==> src/shared/fadc_pkg.sv <==
// constants and types for the flash converter lane receiver
package fadc_pkg;
   // lane word: bit 3 is range_flag, bits 2:0 are the data bits
   localparam int LANE_W = 4;
   localparam int CODE_W = 4;
   localparam int LANE_N = 2;
   // modulation history depth and latency candidate width
   localparam int HIST_N = 8;
   localparam int LAT_W = 3;
   localparam logic [2:0] LAT_LAST = 3'h7;
   // external delay stage control width
   localparam int DLY_W = 5;
   // matching samples needed to call the lanes aligned
   localparam logic [5:0] ALIGN_LAST = 6'h1f;
   // known-signal samples used to vote on the leading lane
   localparam logic [6:0] LEAD_LAST = 7'h3f;
   // prbs7 modulation generator
   localparam int PRBS_W = 7;
   localparam logic [6:0] PRBS_SEED = 7'h01;
   // ten-level code points
   localparam logic [3:0] CODE_BOTTOM = 4'h0;
   localparam logic [3:0] CODE_TOP = 4'h9;
   // expected lane word for inhibited zeros
   localparam logic [3:0] ZERO_WORD = 4'h0;
   localparam logic [3:0] ZERO_WORD_INV = 4'hf;
   typedef enum logic [1:0] {
      FADC_ST_ALIGN = 2'b00,
      FADC_ST_LEAD = 2'b01,
      FADC_ST_RUN = 2'b10
   } fadc_state_e;
endpackage

==> src/shared/fadc_lane_if.sv <==
// carrier between the receiver core and a lane decoder
`timescale 1ns/1ps
interface fadc_lane_if;
   logic [3:0] raw;
   logic mod;
   logic [3:0] plain;
   logic [3:0] code;
   modport ctrl (output raw, output mod, input plain, input code);
   modport dec (input raw, input mod, output plain, output code);
endinterface

==> src/core/fadc_lane_decode.sv <==
// demodulation and ten-level decode of one lane word
`timescale 1ns/1ps
module fadc_lane_decode (
   fadc_lane_if.dec lane
);
   logic [2:0] bits;
   logic range_flag;

   // undo the inversion applied while the modulation level was low
   // undo modulation
   always_comb begin
      lane.plain = lane.mod ? lane.raw : ~lane.raw;
      range_flag = lane.plain[3];
      bits = lane.plain[2:0];
      if (range_flag && bits == 3'h0) begin
         lane.code = fadc_pkg::CODE_BOTTOM;
      end else if (range_flag) begin
         lane.code = fadc_pkg::CODE_TOP;
      end else begin
         lane.code = {1'b0, bits} + 4'h1;
      end
   end
endmodule

==> src/core/fadc_rx_ctrl.sv <==
// receiver controller: lane alignment, demodulation, lead resolve
`timescale 1ns/1ps
module fadc_rx_ctrl (
   input wire logic mclk_in,
   input wire logic rst_n_in,
   input wire logic ce_in,
   input wire logic restart_in,
   input wire logic link_clk_in,
   input wire logic [3:0] x_lane_in,
   input wire logic [3:0] y_lane_in,
   output logic inhibit_out,
   output logic mod_out,
   output logic [4:0] delay_out,
   output logic known_sig_out,
   output logic aligned_out,
   output logic lead_y_out,
   output logic [3:0] early_out,
   output logic [3:0] late_out,
   output logic valid_out
);
   fadc_lane_if lane_if [fadc_pkg::LANE_N] ();

   logic lclk_s1_reg, lclk_s2_reg, lclk_s3_reg;
   logic [3:0] lane_s1_reg [fadc_pkg::LANE_N];
   logic [3:0] lane_s2_reg [fadc_pkg::LANE_N];
   logic strobe;
   logic cur_mod;
   logic [3:0] exp_word;
   logic match;

   fadc_pkg::fadc_state_e state_reg, state_next;
   logic [6:0] lfsr_reg, lfsr_next;
   logic [7:0] hist_reg, hist_next;
   logic [2:0] lat_reg, lat_next;
   logic [4:0] dly_reg, dly_next;
   logic [5:0] run_reg, run_next;
   logic [6:0] lcnt_reg, lcnt_next;
   logic signed [7:0] vote_reg, vote_next;
   logic lead_y_reg, lead_y_next;
   logic inhibit_reg, inhibit_next;
   logic mod_reg, mod_next;
   logic known_reg, known_next;
   logic aligned_reg, aligned_next;
   logic [3:0] early_reg, early_next;
   logic [3:0] late_reg, late_next;
   logic valid_reg, valid_next;

   // two-flop synchronisers; the third link clock flop only sees s2
   // sample divided clock
   always_ff @(posedge mclk_in or negedge rst_n_in) begin
      if (!rst_n_in) begin
         lclk_s1_reg <= 1'b0;
         lclk_s2_reg <= 1'b0;
         lclk_s3_reg <= 1'b0;
         for (int i = 0; i < fadc_pkg::LANE_N; i++) begin
            lane_s1_reg[i] <= 4'h0;
            lane_s2_reg[i] <= 4'h0;
         end
      end else if (ce_in) begin
         lclk_s1_reg <= link_clk_in;
         lclk_s2_reg <= lclk_s1_reg;
         lclk_s3_reg <= lclk_s2_reg;
         lane_s1_reg[0] <= x_lane_in;
         lane_s1_reg[1] <= y_lane_in;
         for (int i = 0; i < fadc_pkg::LANE_N; i++) begin
            lane_s2_reg[i] <= lane_s1_reg[i];
         end
      end
   end

   // one sample slot per rising edge of the link clock
   assign strobe = lclk_s2_reg & ~lclk_s3_reg;
   // modulation level that the current latency guess pairs with data
   assign cur_mod = hist_reg[lat_reg];

   // one decoder per lane
   genvar g;
   generate
      for (g = 0; g < fadc_pkg::LANE_N; g++) begin : g_lane
         assign lane_if[g].raw = lane_s2_reg[g];
         assign lane_if[g].mod = cur_mod;
         fadc_lane_decode u_dec (
            .lane(lane_if[g])
         );
      end
   endgenerate

   // inhibited zeros arrive inverted whenever modulation was low
   // expect zero data
   always_comb begin
      exp_word = cur_mod ? fadc_pkg::ZERO_WORD : fadc_pkg::ZERO_WORD_INV;
      match = (lane_s2_reg[0] == exp_word) && (lane_s2_reg[1] == exp_word);
   end

   // next-state of the sequencer, generator and output stage
   always_comb begin
      state_next = state_reg;
      lfsr_next = lfsr_reg;
      hist_next = hist_reg;
      lat_next = lat_reg;
      dly_next = dly_reg;
      run_next = run_reg;
      lcnt_next = lcnt_reg;
      vote_next = vote_reg;
      lead_y_next = lead_y_reg;
      inhibit_next = inhibit_reg;
      mod_next = mod_reg;
      known_next = known_reg;
      aligned_next = aligned_reg;
      early_next = early_reg;
      late_next = late_reg;
      valid_next = 1'b0;
      if (restart_in) begin
         state_next = fadc_pkg::FADC_ST_ALIGN;
         inhibit_next = 1'b1;
         known_next = 1'b0;
         aligned_next = 1'b0;
         lat_next = 3'h0;
         dly_next = 5'h0;
         run_next = 6'h0;
         lcnt_next = 7'h0;
         vote_next = 8'sh00;
      end else if (strobe) begin
         lfsr_next = {lfsr_reg[5:0], lfsr_reg[6] ^ lfsr_reg[5]};
         mod_next = lfsr_reg[6] ^ lfsr_reg[5];
         hist_next = {hist_reg[6:0], mod_reg};
         unique case (state_reg)
            fadc_pkg::FADC_ST_ALIGN: begin
               if (match && run_reg == fadc_pkg::ALIGN_LAST) begin
                  state_next = fadc_pkg::FADC_ST_LEAD;
                  inhibit_next = 1'b0;
                  known_next = 1'b1;
                  aligned_next = 1'b1;
                  run_next = 6'h0;
               end else if (match) begin
                  run_next = run_reg + 6'h1;
               end else begin
                  run_next = 6'h0;
                  lat_next = lat_reg + 3'h1;
                  if (lat_reg == fadc_pkg::LAT_LAST) begin
                     dly_next = dly_reg + 5'h1;
                  end
               end
            end
            fadc_pkg::FADC_ST_LEAD: begin
               if (lane_if[0].code < lane_if[1].code) begin
                  vote_next = vote_reg + 8'sh01;
               end else if (lane_if[1].code < lane_if[0].code) begin
                  vote_next = vote_reg - 8'sh01;
               end
               lcnt_next = lcnt_reg + 7'h1;
               if (lcnt_reg == fadc_pkg::LEAD_LAST) begin
                  // a rising known ramp shows the smaller code first
                  lead_y_next = vote_next[7];
                  state_next = fadc_pkg::FADC_ST_RUN;
                  known_next = 1'b0;
               end
            end
            fadc_pkg::FADC_ST_RUN: begin
               early_next = lead_y_reg ? lane_if[1].code : lane_if[0].code;
               late_next = lead_y_reg ? lane_if[0].code : lane_if[1].code;
               valid_next = 1'b1;
            end
            default: begin
               state_next = fadc_pkg::FADC_ST_ALIGN;
               inhibit_next = 1'b1;
            end
         endcase
      end
   end

   // register stage; clock enable low freezes everything
   always_ff @(posedge mclk_in or negedge rst_n_in) begin
      if (!rst_n_in) begin
         state_reg <= fadc_pkg::FADC_ST_ALIGN;
         lfsr_reg <= fadc_pkg::PRBS_SEED;
         hist_reg <= 8'h00;
         lat_reg <= 3'h0;
         dly_reg <= 5'h00;
         run_reg <= 6'h00;
         lcnt_reg <= 7'h00;
         vote_reg <= 8'sh00;
         lead_y_reg <= 1'b0;
         inhibit_reg <= 1'b1;
         mod_reg <= 1'b0;
         known_reg <= 1'b0;
         aligned_reg <= 1'b0;
         early_reg <= 4'h0;
         late_reg <= 4'h0;
         valid_reg <= 1'b0;
      end else if (ce_in) begin
         state_reg <= state_next;
         lfsr_reg <= lfsr_next;
         hist_reg <= hist_next;
         lat_reg <= lat_next;
         dly_reg <= dly_next;
         run_reg <= run_next;
         lcnt_reg <= lcnt_next;
         vote_reg <= vote_next;
         lead_y_reg <= lead_y_next;
         inhibit_reg <= inhibit_next;
         mod_reg <= mod_next;
         known_reg <= known_next;
         aligned_reg <= aligned_next;
         early_reg <= early_next;
         late_reg <= late_next;
         valid_reg <= valid_next;
      end
   end

   // outputs straight from flops
   assign inhibit_out = inhibit_reg;
   assign mod_out = mod_reg;
   assign delay_out = dly_reg;
   assign known_sig_out = known_reg;
   assign aligned_out = aligned_reg;
   assign lead_y_out = lead_y_reg;
   assign early_out = early_reg;
   assign late_out = late_reg;
   assign valid_out = valid_reg;
endmodule

==> config.mk <==
export PLATFORM = sky130hd
export DESIGN_NAME = fadc_rx_ctrl
export DESIGN_NICKNAME = d
export VERILOG_FILES = /design/src/shared/fadc_pkg.sv /design/src/shared/fadc_lane_if.sv /design/src/core/fadc_lane_decode.sv /design/src/core/fadc_rx_ctrl.sv
export SDC_FILE = /design/constraint.sdc
export NUM_CORES = 1
export LEC_CHECK = 0
export ABC_CLOCK_PERIOD_IN_PS = 4710
export BUFFER_PORTS_ARGS = -buffer_cell sky130_fd_sc_hd__buf_2
export CAP_MARGIN = 10
export CORE_MARGIN = 4
export CORE_UTILIZATION = 55
export CTS_CLUSTER_DIAMETER = 120
export DETAILED_ROUTE_END_ITERATION = 12
export PLACE_DENSITY_LB_ADDON = 0.3
export REMOVE_ABC_BUFFERS = 1
export SLEW_MARGIN = 5
export SYNTH_ARGS = -nofsm -noshare
export SYNTH_HDL_FRONTEND = slang
export SYNTH_SLANG_ARGS = --single-unit
==> constraint.sdc <==
create_clock -name mclk_in -period 4.71 [get_ports mclk_in]
set_input_delay 0.471 -clock mclk_in [delete_from_list [all_inputs] [get_ports mclk_in]]
set_output_delay 0.471 -clock mclk_in [all_outputs]
set_load 0.02 [all_outputs]
Word level (Yosys, flattened, before mapping)
Cells that the tools add are included.
{"block": "word_totals", "ff_bits": 79, "input_bits": 13, "wordCells": 136, "output_inout_bits": 19}
{"block": "op_classes", "eq_ne": 13, "muxes": 55, "add_sub_neg": 8, "bitwise_logic": 6, "magnitude_cmp": 3, "reduce_logical": 27}
{"cell": "two-way mux 8 bit", "count": 5}
{"cell": "two-way mux 4 bit", "count": 9}
{"cell": "two-way mux 5 bit", "count": 6}
{"cell": "two-way mux 6 bit", "count": 5}
{"cell": "two-way mux 7 bit", "count": 3}
{"cell": "AND reduction 5 bit", "count": 4}
{"cell": "AND reduction 4 bit", "count": 4}
{"cell": "two-way mux 3 bit", "count": 5}
{"cell": "two-way mux 1 bit", "count": 14}
{"cell": "nonzero test 2 bit", "count": 5}
{"cell": "AND reduction 3 bit", "count": 3}
{"cell": "adder 3 x 1 -> 4 bit, second input constant", "count": 2}
{"cell": "adder 8 x 2 -> 8 bit, second input constant", "count": 1}
{"cell": "== test 4 bit", "count": 2}
{"cell": "less-than comparator 4 bit", "count": 2}
{"cell": "two-way mux 2 bit", "count": 4}
{"cell": "inverter 4 bit", "count": 2}
{"cell": "subtractor 8 x 2 -> 8 bit, second input constant", "count": 1}
{"cell": "adder 7 x 1 -> 7 bit, second input constant", "count": 1}
{"cell": "== test 7 x 6 -> 1 bit, second input constant", "count": 1}
{"cell": "adder 6 x 1 -> 6 bit, second input constant", "count": 1}
{"cell": "== test 6 x 5 -> 1 bit, second input constant", "count": 1}
{"cell": "logical NOT 3 bit", "count": 2}
{"cell": "!= test 2 bit, second input constant", "count": 3}
{"cell": "19 further kinds", "count": 26}

Depth between registers and ports, before layout
{"block": "depth", "ltp_word": 12, "depth_mapped": 12}

Modules after synthesis
Synthesis repeated with hierarchy kept, for this count alone.
{"block": "hier_totals", "hier_cells": 421, "hier_area_um2": 4450.5}
{"mod": "fadc_rx_ctrl", "seq_area_each_um2": 1979.4, "cells_each": 365, "n_inst": 1, "area_per_inst_um2": 4072.7}
{"mod": "fadc_lane_decode", "seq_area_each_um2": 0.0, "cells_each": 28, "n_inst": 2, "area_per_inst_um2": 188.9}

Worst setup path after synthesis
Ideal clock, no wire load.
{"block": "synth_path", "kind": "register to register", "from": "reg lat_reg[0]", "to": "reg vote_reg[3]", "stages_incl_launch_ff": 12, "t_required_ps": 4592, "arrival_ps": 3519, "n_path_buf": 0, "slack_ps": 1073, "cell_sequence": "dfrtp_1 -> mux4_1 -> mux2i_4 -> xor2_1 -> a2111oi_0 -> inv_1 -> ha_1 -> a21oi_1 -> nand2_1 -> a22o_1 -> o2111a_1 -> a21o_1"}
{"block": "synth_via", "elab_chain_cells": 11, "elab_cells_between_ends": 22, "classes_between": "add/sub (2); order compare (2); mux (12); reduce/logical (6)"}
{"element": "start: declaration", "line_no": "fadc_rx_ctrl.sv:34", "rtl": "logic [2:0] lat_reg, lat_next;"}
{"element": "start signal: assignment", "line_no": "fadc_rx_ctrl.sv:195", "rtl": "lat_reg <= lat_next;"}
{"element": "binary-select mux 1 bit (select 3 bit) (*)", "line_no": "fadc_rx_ctrl.sv:74", "rtl": "assign cur_mod = hist_reg[lat_reg];"}
{"element": "two-way mux 1 bit (not written as such) (*)", "line_no": "fadc_rx_ctrl.sv:74"}
{"element": "two-way mux 4 bit", "line_no": "fadc_lane_decode.sv:12", "rtl": "lane.plain = lane.mod ? lane.raw : ~lane.raw;"}
{"element": "adder 3 x 1 -> 4 bit / logical NOT 3 bit (equally long branches)", "line_no": "fadc_lane_decode.sv:20, fadc_lane_decode.sv:15"}
{"element": "two-way mux 4 bit / logical AND 1 bit (equally long branches)", "line_no": "fadc_lane_decode.sv:17, fadc_lane_decode.sv:15"}
{"element": "two-way mux 4 bit", "line_no": "fadc_lane_decode.sv:15", "rtl": "if (range_flag && bits == 3'h0) begin"}
{"element": "less-than comparator 4 bit", "line_no": "fadc_rx_ctrl.sv:146", "rtl": "if (lane_if[0].code < lane_if[1].code) begin"}
{"element": "two-way mux 8 bit", "line_no": "fadc_rx_ctrl.sv:146"}
{"element": "two-way mux 8 bit", "line_no": "fadc_rx_ctrl.sv:127", "rtl": "unique case (state_reg)"}
{"element": "two-way mux 8 bit", "line_no": "fadc_rx_ctrl.sv:123", "rtl": "end else if (strobe) begin"}
{"element": "two-way mux 8 bit", "line_no": "fadc_rx_ctrl.sv:113", "rtl": "if (restart_in) begin"}
{"element": "end signal: assignment", "line_no": "fadc_rx_ctrl.sv:199", "rtl": "vote_reg <= vote_next;"}
{"element": "end: declaration", "line_no": "fadc_rx_ctrl.sv:38", "rtl": "logic signed [7:0] vote_reg, vote_next;"}
Mark *: on every way between the ends. The rest lies on a longest branch, timed or not. The select of a mux whose other input is x is not followed.
A chain may end at the register's enable or synchronous reset.

Final worst setup path
Same ends and word-level chain as after synthesis.

==> out/results.tsv <==
stage	metric	value	unit
run_status	run_status	complete, no violations	
clocking	cts_buffer_depth	2	
setup_path	path_depth	11	
drt	detail_route.wl_per_cell	15.3	µm
setup_path	path_delay_family	compound AO/OA/AOI/OAI gates	
layout	diodes	0	
clocking	holdBufCountCts	0	
die	die_y	96.2	µm
timing	setup_viol_count_final	0	
clocking	cts_setup_buffers	0	
logic_synthesis	synthCells	428	
layout	seqCellArea	1980	µm²
timing	hold_viol	0	
setup_path	start_kind	flop	
drt	dr_total_vias	3232	
clocking	clock_latency	0.35	ns
logic_synthesis	synth_area_per_cell	9.99	µm²
die	initial_core_util	57.7	%
timing	rsz0062_at_grt	no	
setup_path	critPathRequiredTime	4.96	ns
setup_path	critical_path.endpoint_type	flop	
timing	slew_headroom	35.8	%
timing	setup_ws	0.551	ns
setup_path	crit_chain	mux4_1 > mux2i_4 > xor2_1 > a2111oi_0 > inv_1 > ha_1 > a21oi_1 > nand2_1 > a22o_1 > o2111a_1 > a21o_1	
setup_path	crit_type	reg -> reg	
pwr	fin_total_pwr	0.00269	W
setup_path	rr_startpoint	lat_reg[0]$_DFFE_PN0P_	
global_route	grt_use_met1	26.0	%
clocking	ctsResizeCount	0	
die	core_area	7410	µm²
logic_synthesis	netlist-cell-type-count	58	
logic_synthesis	synthArstFlopShare	100	%
logic_synthesis	syn_area	4280	µm²
drt	dr.pass1.iters	4	
die	rows	31	
layout	fillCellCount	595	
placed_design	dp_hpwl	5910	µm
setup_path	crit_fanout	9	
clocking	path_clk_slew	0.08	ns
setup_path	arrival	4.41	ns
setup_path	worst_r2r_path_depth	11	
timing	hold_ws	0.266	ns
pwr	ir_drop	330	µV
setup_path	path_buf_inv	1	
flow_run	maxCapViolations	0	
global_route	grt_overflow	0	
layout	multi_input_area	2140	µm²
timing	worst_pin_slew	0.964	ns
die	pin_count	32	
die	floorplan.die_area	9250	µm²
clocking	clockRootBuffer	clkbuf_8	
clocking	clock-sinks	79	
global_route	grt_pass1_wl	14600	µm
drt	wl	8470	µm
layout	area_growth	9.51	%
placed_design	gp_congestion	0.921	
global_route	grt_max_degree	80	
logic_synthesis	synth_edf_count	0	
setup_path	worstSetupStartpoint	lat_reg[0]$_DFFE_PN0P_	
timing	finalCritPeriodShare	88.3	%
drt	drt_iter0_markers	115	
pwr	p_leak	2.10	nW
timing	finalCriticalPeriod	4.16	ns
setup_path	rr_endpoint	vote_reg[3]$_DFFE_PN0P_	
setup_path	cp_slowest_cell	a2111oi_0	
placed_design	io_buffers	31	
setup_path	cp-endpoint	vote_reg[3]$_DFFE_PN0P_	
drt	drtAntennaViolNets	0	
drt	vias_per_cell	5.82	
placed_design	dp_slack	0.586	ns
global_route	antenna_found_initial	0	
global_route	use_met3	3.52	%
timing	finalMaxSlewViolations	0	
logic_synthesis	yosysWarnings	0	
layout	nets	479	
clocking	htree_levels	3	
clocking	cts_tree	done	
timing	fmax	0.240	GHz
clocking	cts_buffers	9	
global_route	grt_busiest_layer	met2	
pwr	pwr_density_cell	575	nW/µm²
global_route	use_met2	34.7	%
die	die_x	96.2	µm
logic_synthesis	synth_flop_cell	dfrtp_1	
logic_synthesis	ys_ff_latch	79	
drt	drc	0	
global_route	grt_pass1_vias	3140	
layout	drive_gt1_share	19.1	%
timing	setup_tns	0	ns
hold_path	hp-class	in -> async	
setup_path	slowest_delay	0.67	ns
timing	skew	0.00834	ns
setup_path	rrSetupSlack	0.55	ns
global_route	grt_use_total	20.3	%
logic_synthesis	ys_seq_area_share	46.3	%
-- placed cells by master (no fill, tap or decap), types with 3 or more instances in the layout --
master     synthesis  final
nand2_1           43     43
a31oi_1            3      3
dfrtp_1           77     77
buf_2              0     30
o2bb2ai_1          3      3
nand3_1           13     13
nor3_1            15     15
xor2_1             6      6
a21oi_1           21     21
ha_1              15     15
inv_1             19     19
xnor2_1            5      5
a21o_1             6      6
nor4_1             4      4
mux2i_1           10     10
and2_1             5      5
mux2_2            33     33
o21a_1             3      3
nand4_1            5      5
a211oi_1           4      4
clkbuf_8           0      9
o21ai_0           34     34
o211ai_1           6      6
nor2_1            30     30
a22o_1             4      4
-- synthesized netlist by cell type, types with 3 or more instances --
cell type  count  area [µm²]
nor2_1        30         113
o2bb2ai_1      3        26.3
mux2i_1       10         100
o21ai_0       34         170
xor2_1         6        52.6
a31oi_1        3        18.8
a22o_1         4        35.0
nand4_1        5        31.3
nand3_1       13        65.1
nand2_1       43         161
dfrtp_1       77        1930
buf_1          3        11.3
o21a_1         3        22.5
ha_1          15         188
nor3_1        15        75.1
xnor2_1        5        43.8
a211oi_1       4        30.0
clkbuf_1      16        60.1
inv_1         19        71.3
a21oi_1       21         105
o211ai_1       6        45.0
a21o_1         6        45.0
and2_1         5        31.3
mux2_2        33         372
nor4_1         4        25.0
-- power by group --
part           total (W)  switching [W]  internal, W  leakage, nW
Combinational    0.00124       0.000749     0.000492        0.975
Sequential      0.000945       0.000127     0.000818         1.02
Clock           0.000505       0.000258     0.000248       0.0968
-- per-layer routing --
| metal | vias up | share of wire [%] |
|---|---|---|
| met5 | - | 0 |
| li1 | 1593 | - |
| met1 | 1568 | 45 |
| met2 | 57 | 49 |
| met4 | 0 | 1.6 |
| met3 | 14 | 3.9 |
-- worst reg2reg max path, delay by kind of cell, from the launching register on --
family / cells / cell delay (ns)
mux: 2 / 1.02
fa+ha+maj: 1 / 0.23
buf+inv: 1 / 0.11
compound gates: 5 / 1.80
simple gates: 1 / 0.30
flops: 1 / 0.46
xor+xnor: 1 / 0.14
-- per-stage QoR --
stage	std cells	cell area [µm²]	util [%]
2_1_floorplan	408	4200	-
3_3_place_gp	539	4490	60.6
3_5_place_dp	539	4490	60.6
4_1_cts	555	4680	63.2
5_1_grt	555	4680	63.2
6_report	555	4680	63.2
-- how the worst min path moves through the flow --
stage,startpoint,slack (ns),end
after floorplan,rst_n_in,0.18,aligned_out$_DFFE_PN0P_
after global placement,late_out[2]$_DFFE_PN0P_,0.46,late_out[2]$_DFFE_PN0P_
after detailed placement,early_out[2]$_DFFE_PN0P_,0.47,early_out[2]$_DFFE_PN0P_
after CTS,rst_n_in,0.31,delay_out[2]$_DFFE_PN0P_
after global routing,y_lane_in[2],0.33,lane_s1_reg[2]$_DFFE_PN0P_
final,rst_n_in,0.27,delay_out[0]$_DFFE_PN0P_
-- kinds of logic after synthesis --
family | share of synthesized area (%)
and+or+nand+nor | 13.3
xor gates and xnor gates | 2.25
DFF | 46.3
muxes | 13.1
buffers and inverters | 3.69
adders and majority gates | 4.39
AOI/OAI and AO/OA | 16.9
-- layout make-up --
type	instances	area share, %
clock inverter	6	1.47
clock buffer	10	2.73
multi-input combinational	308	45.7
tap	99	2.64
timing repair buffer	32	3.53
inverter	21	1.68
sequential	79	42.3
No activity file was read; power rests on OpenSTA's default activity.
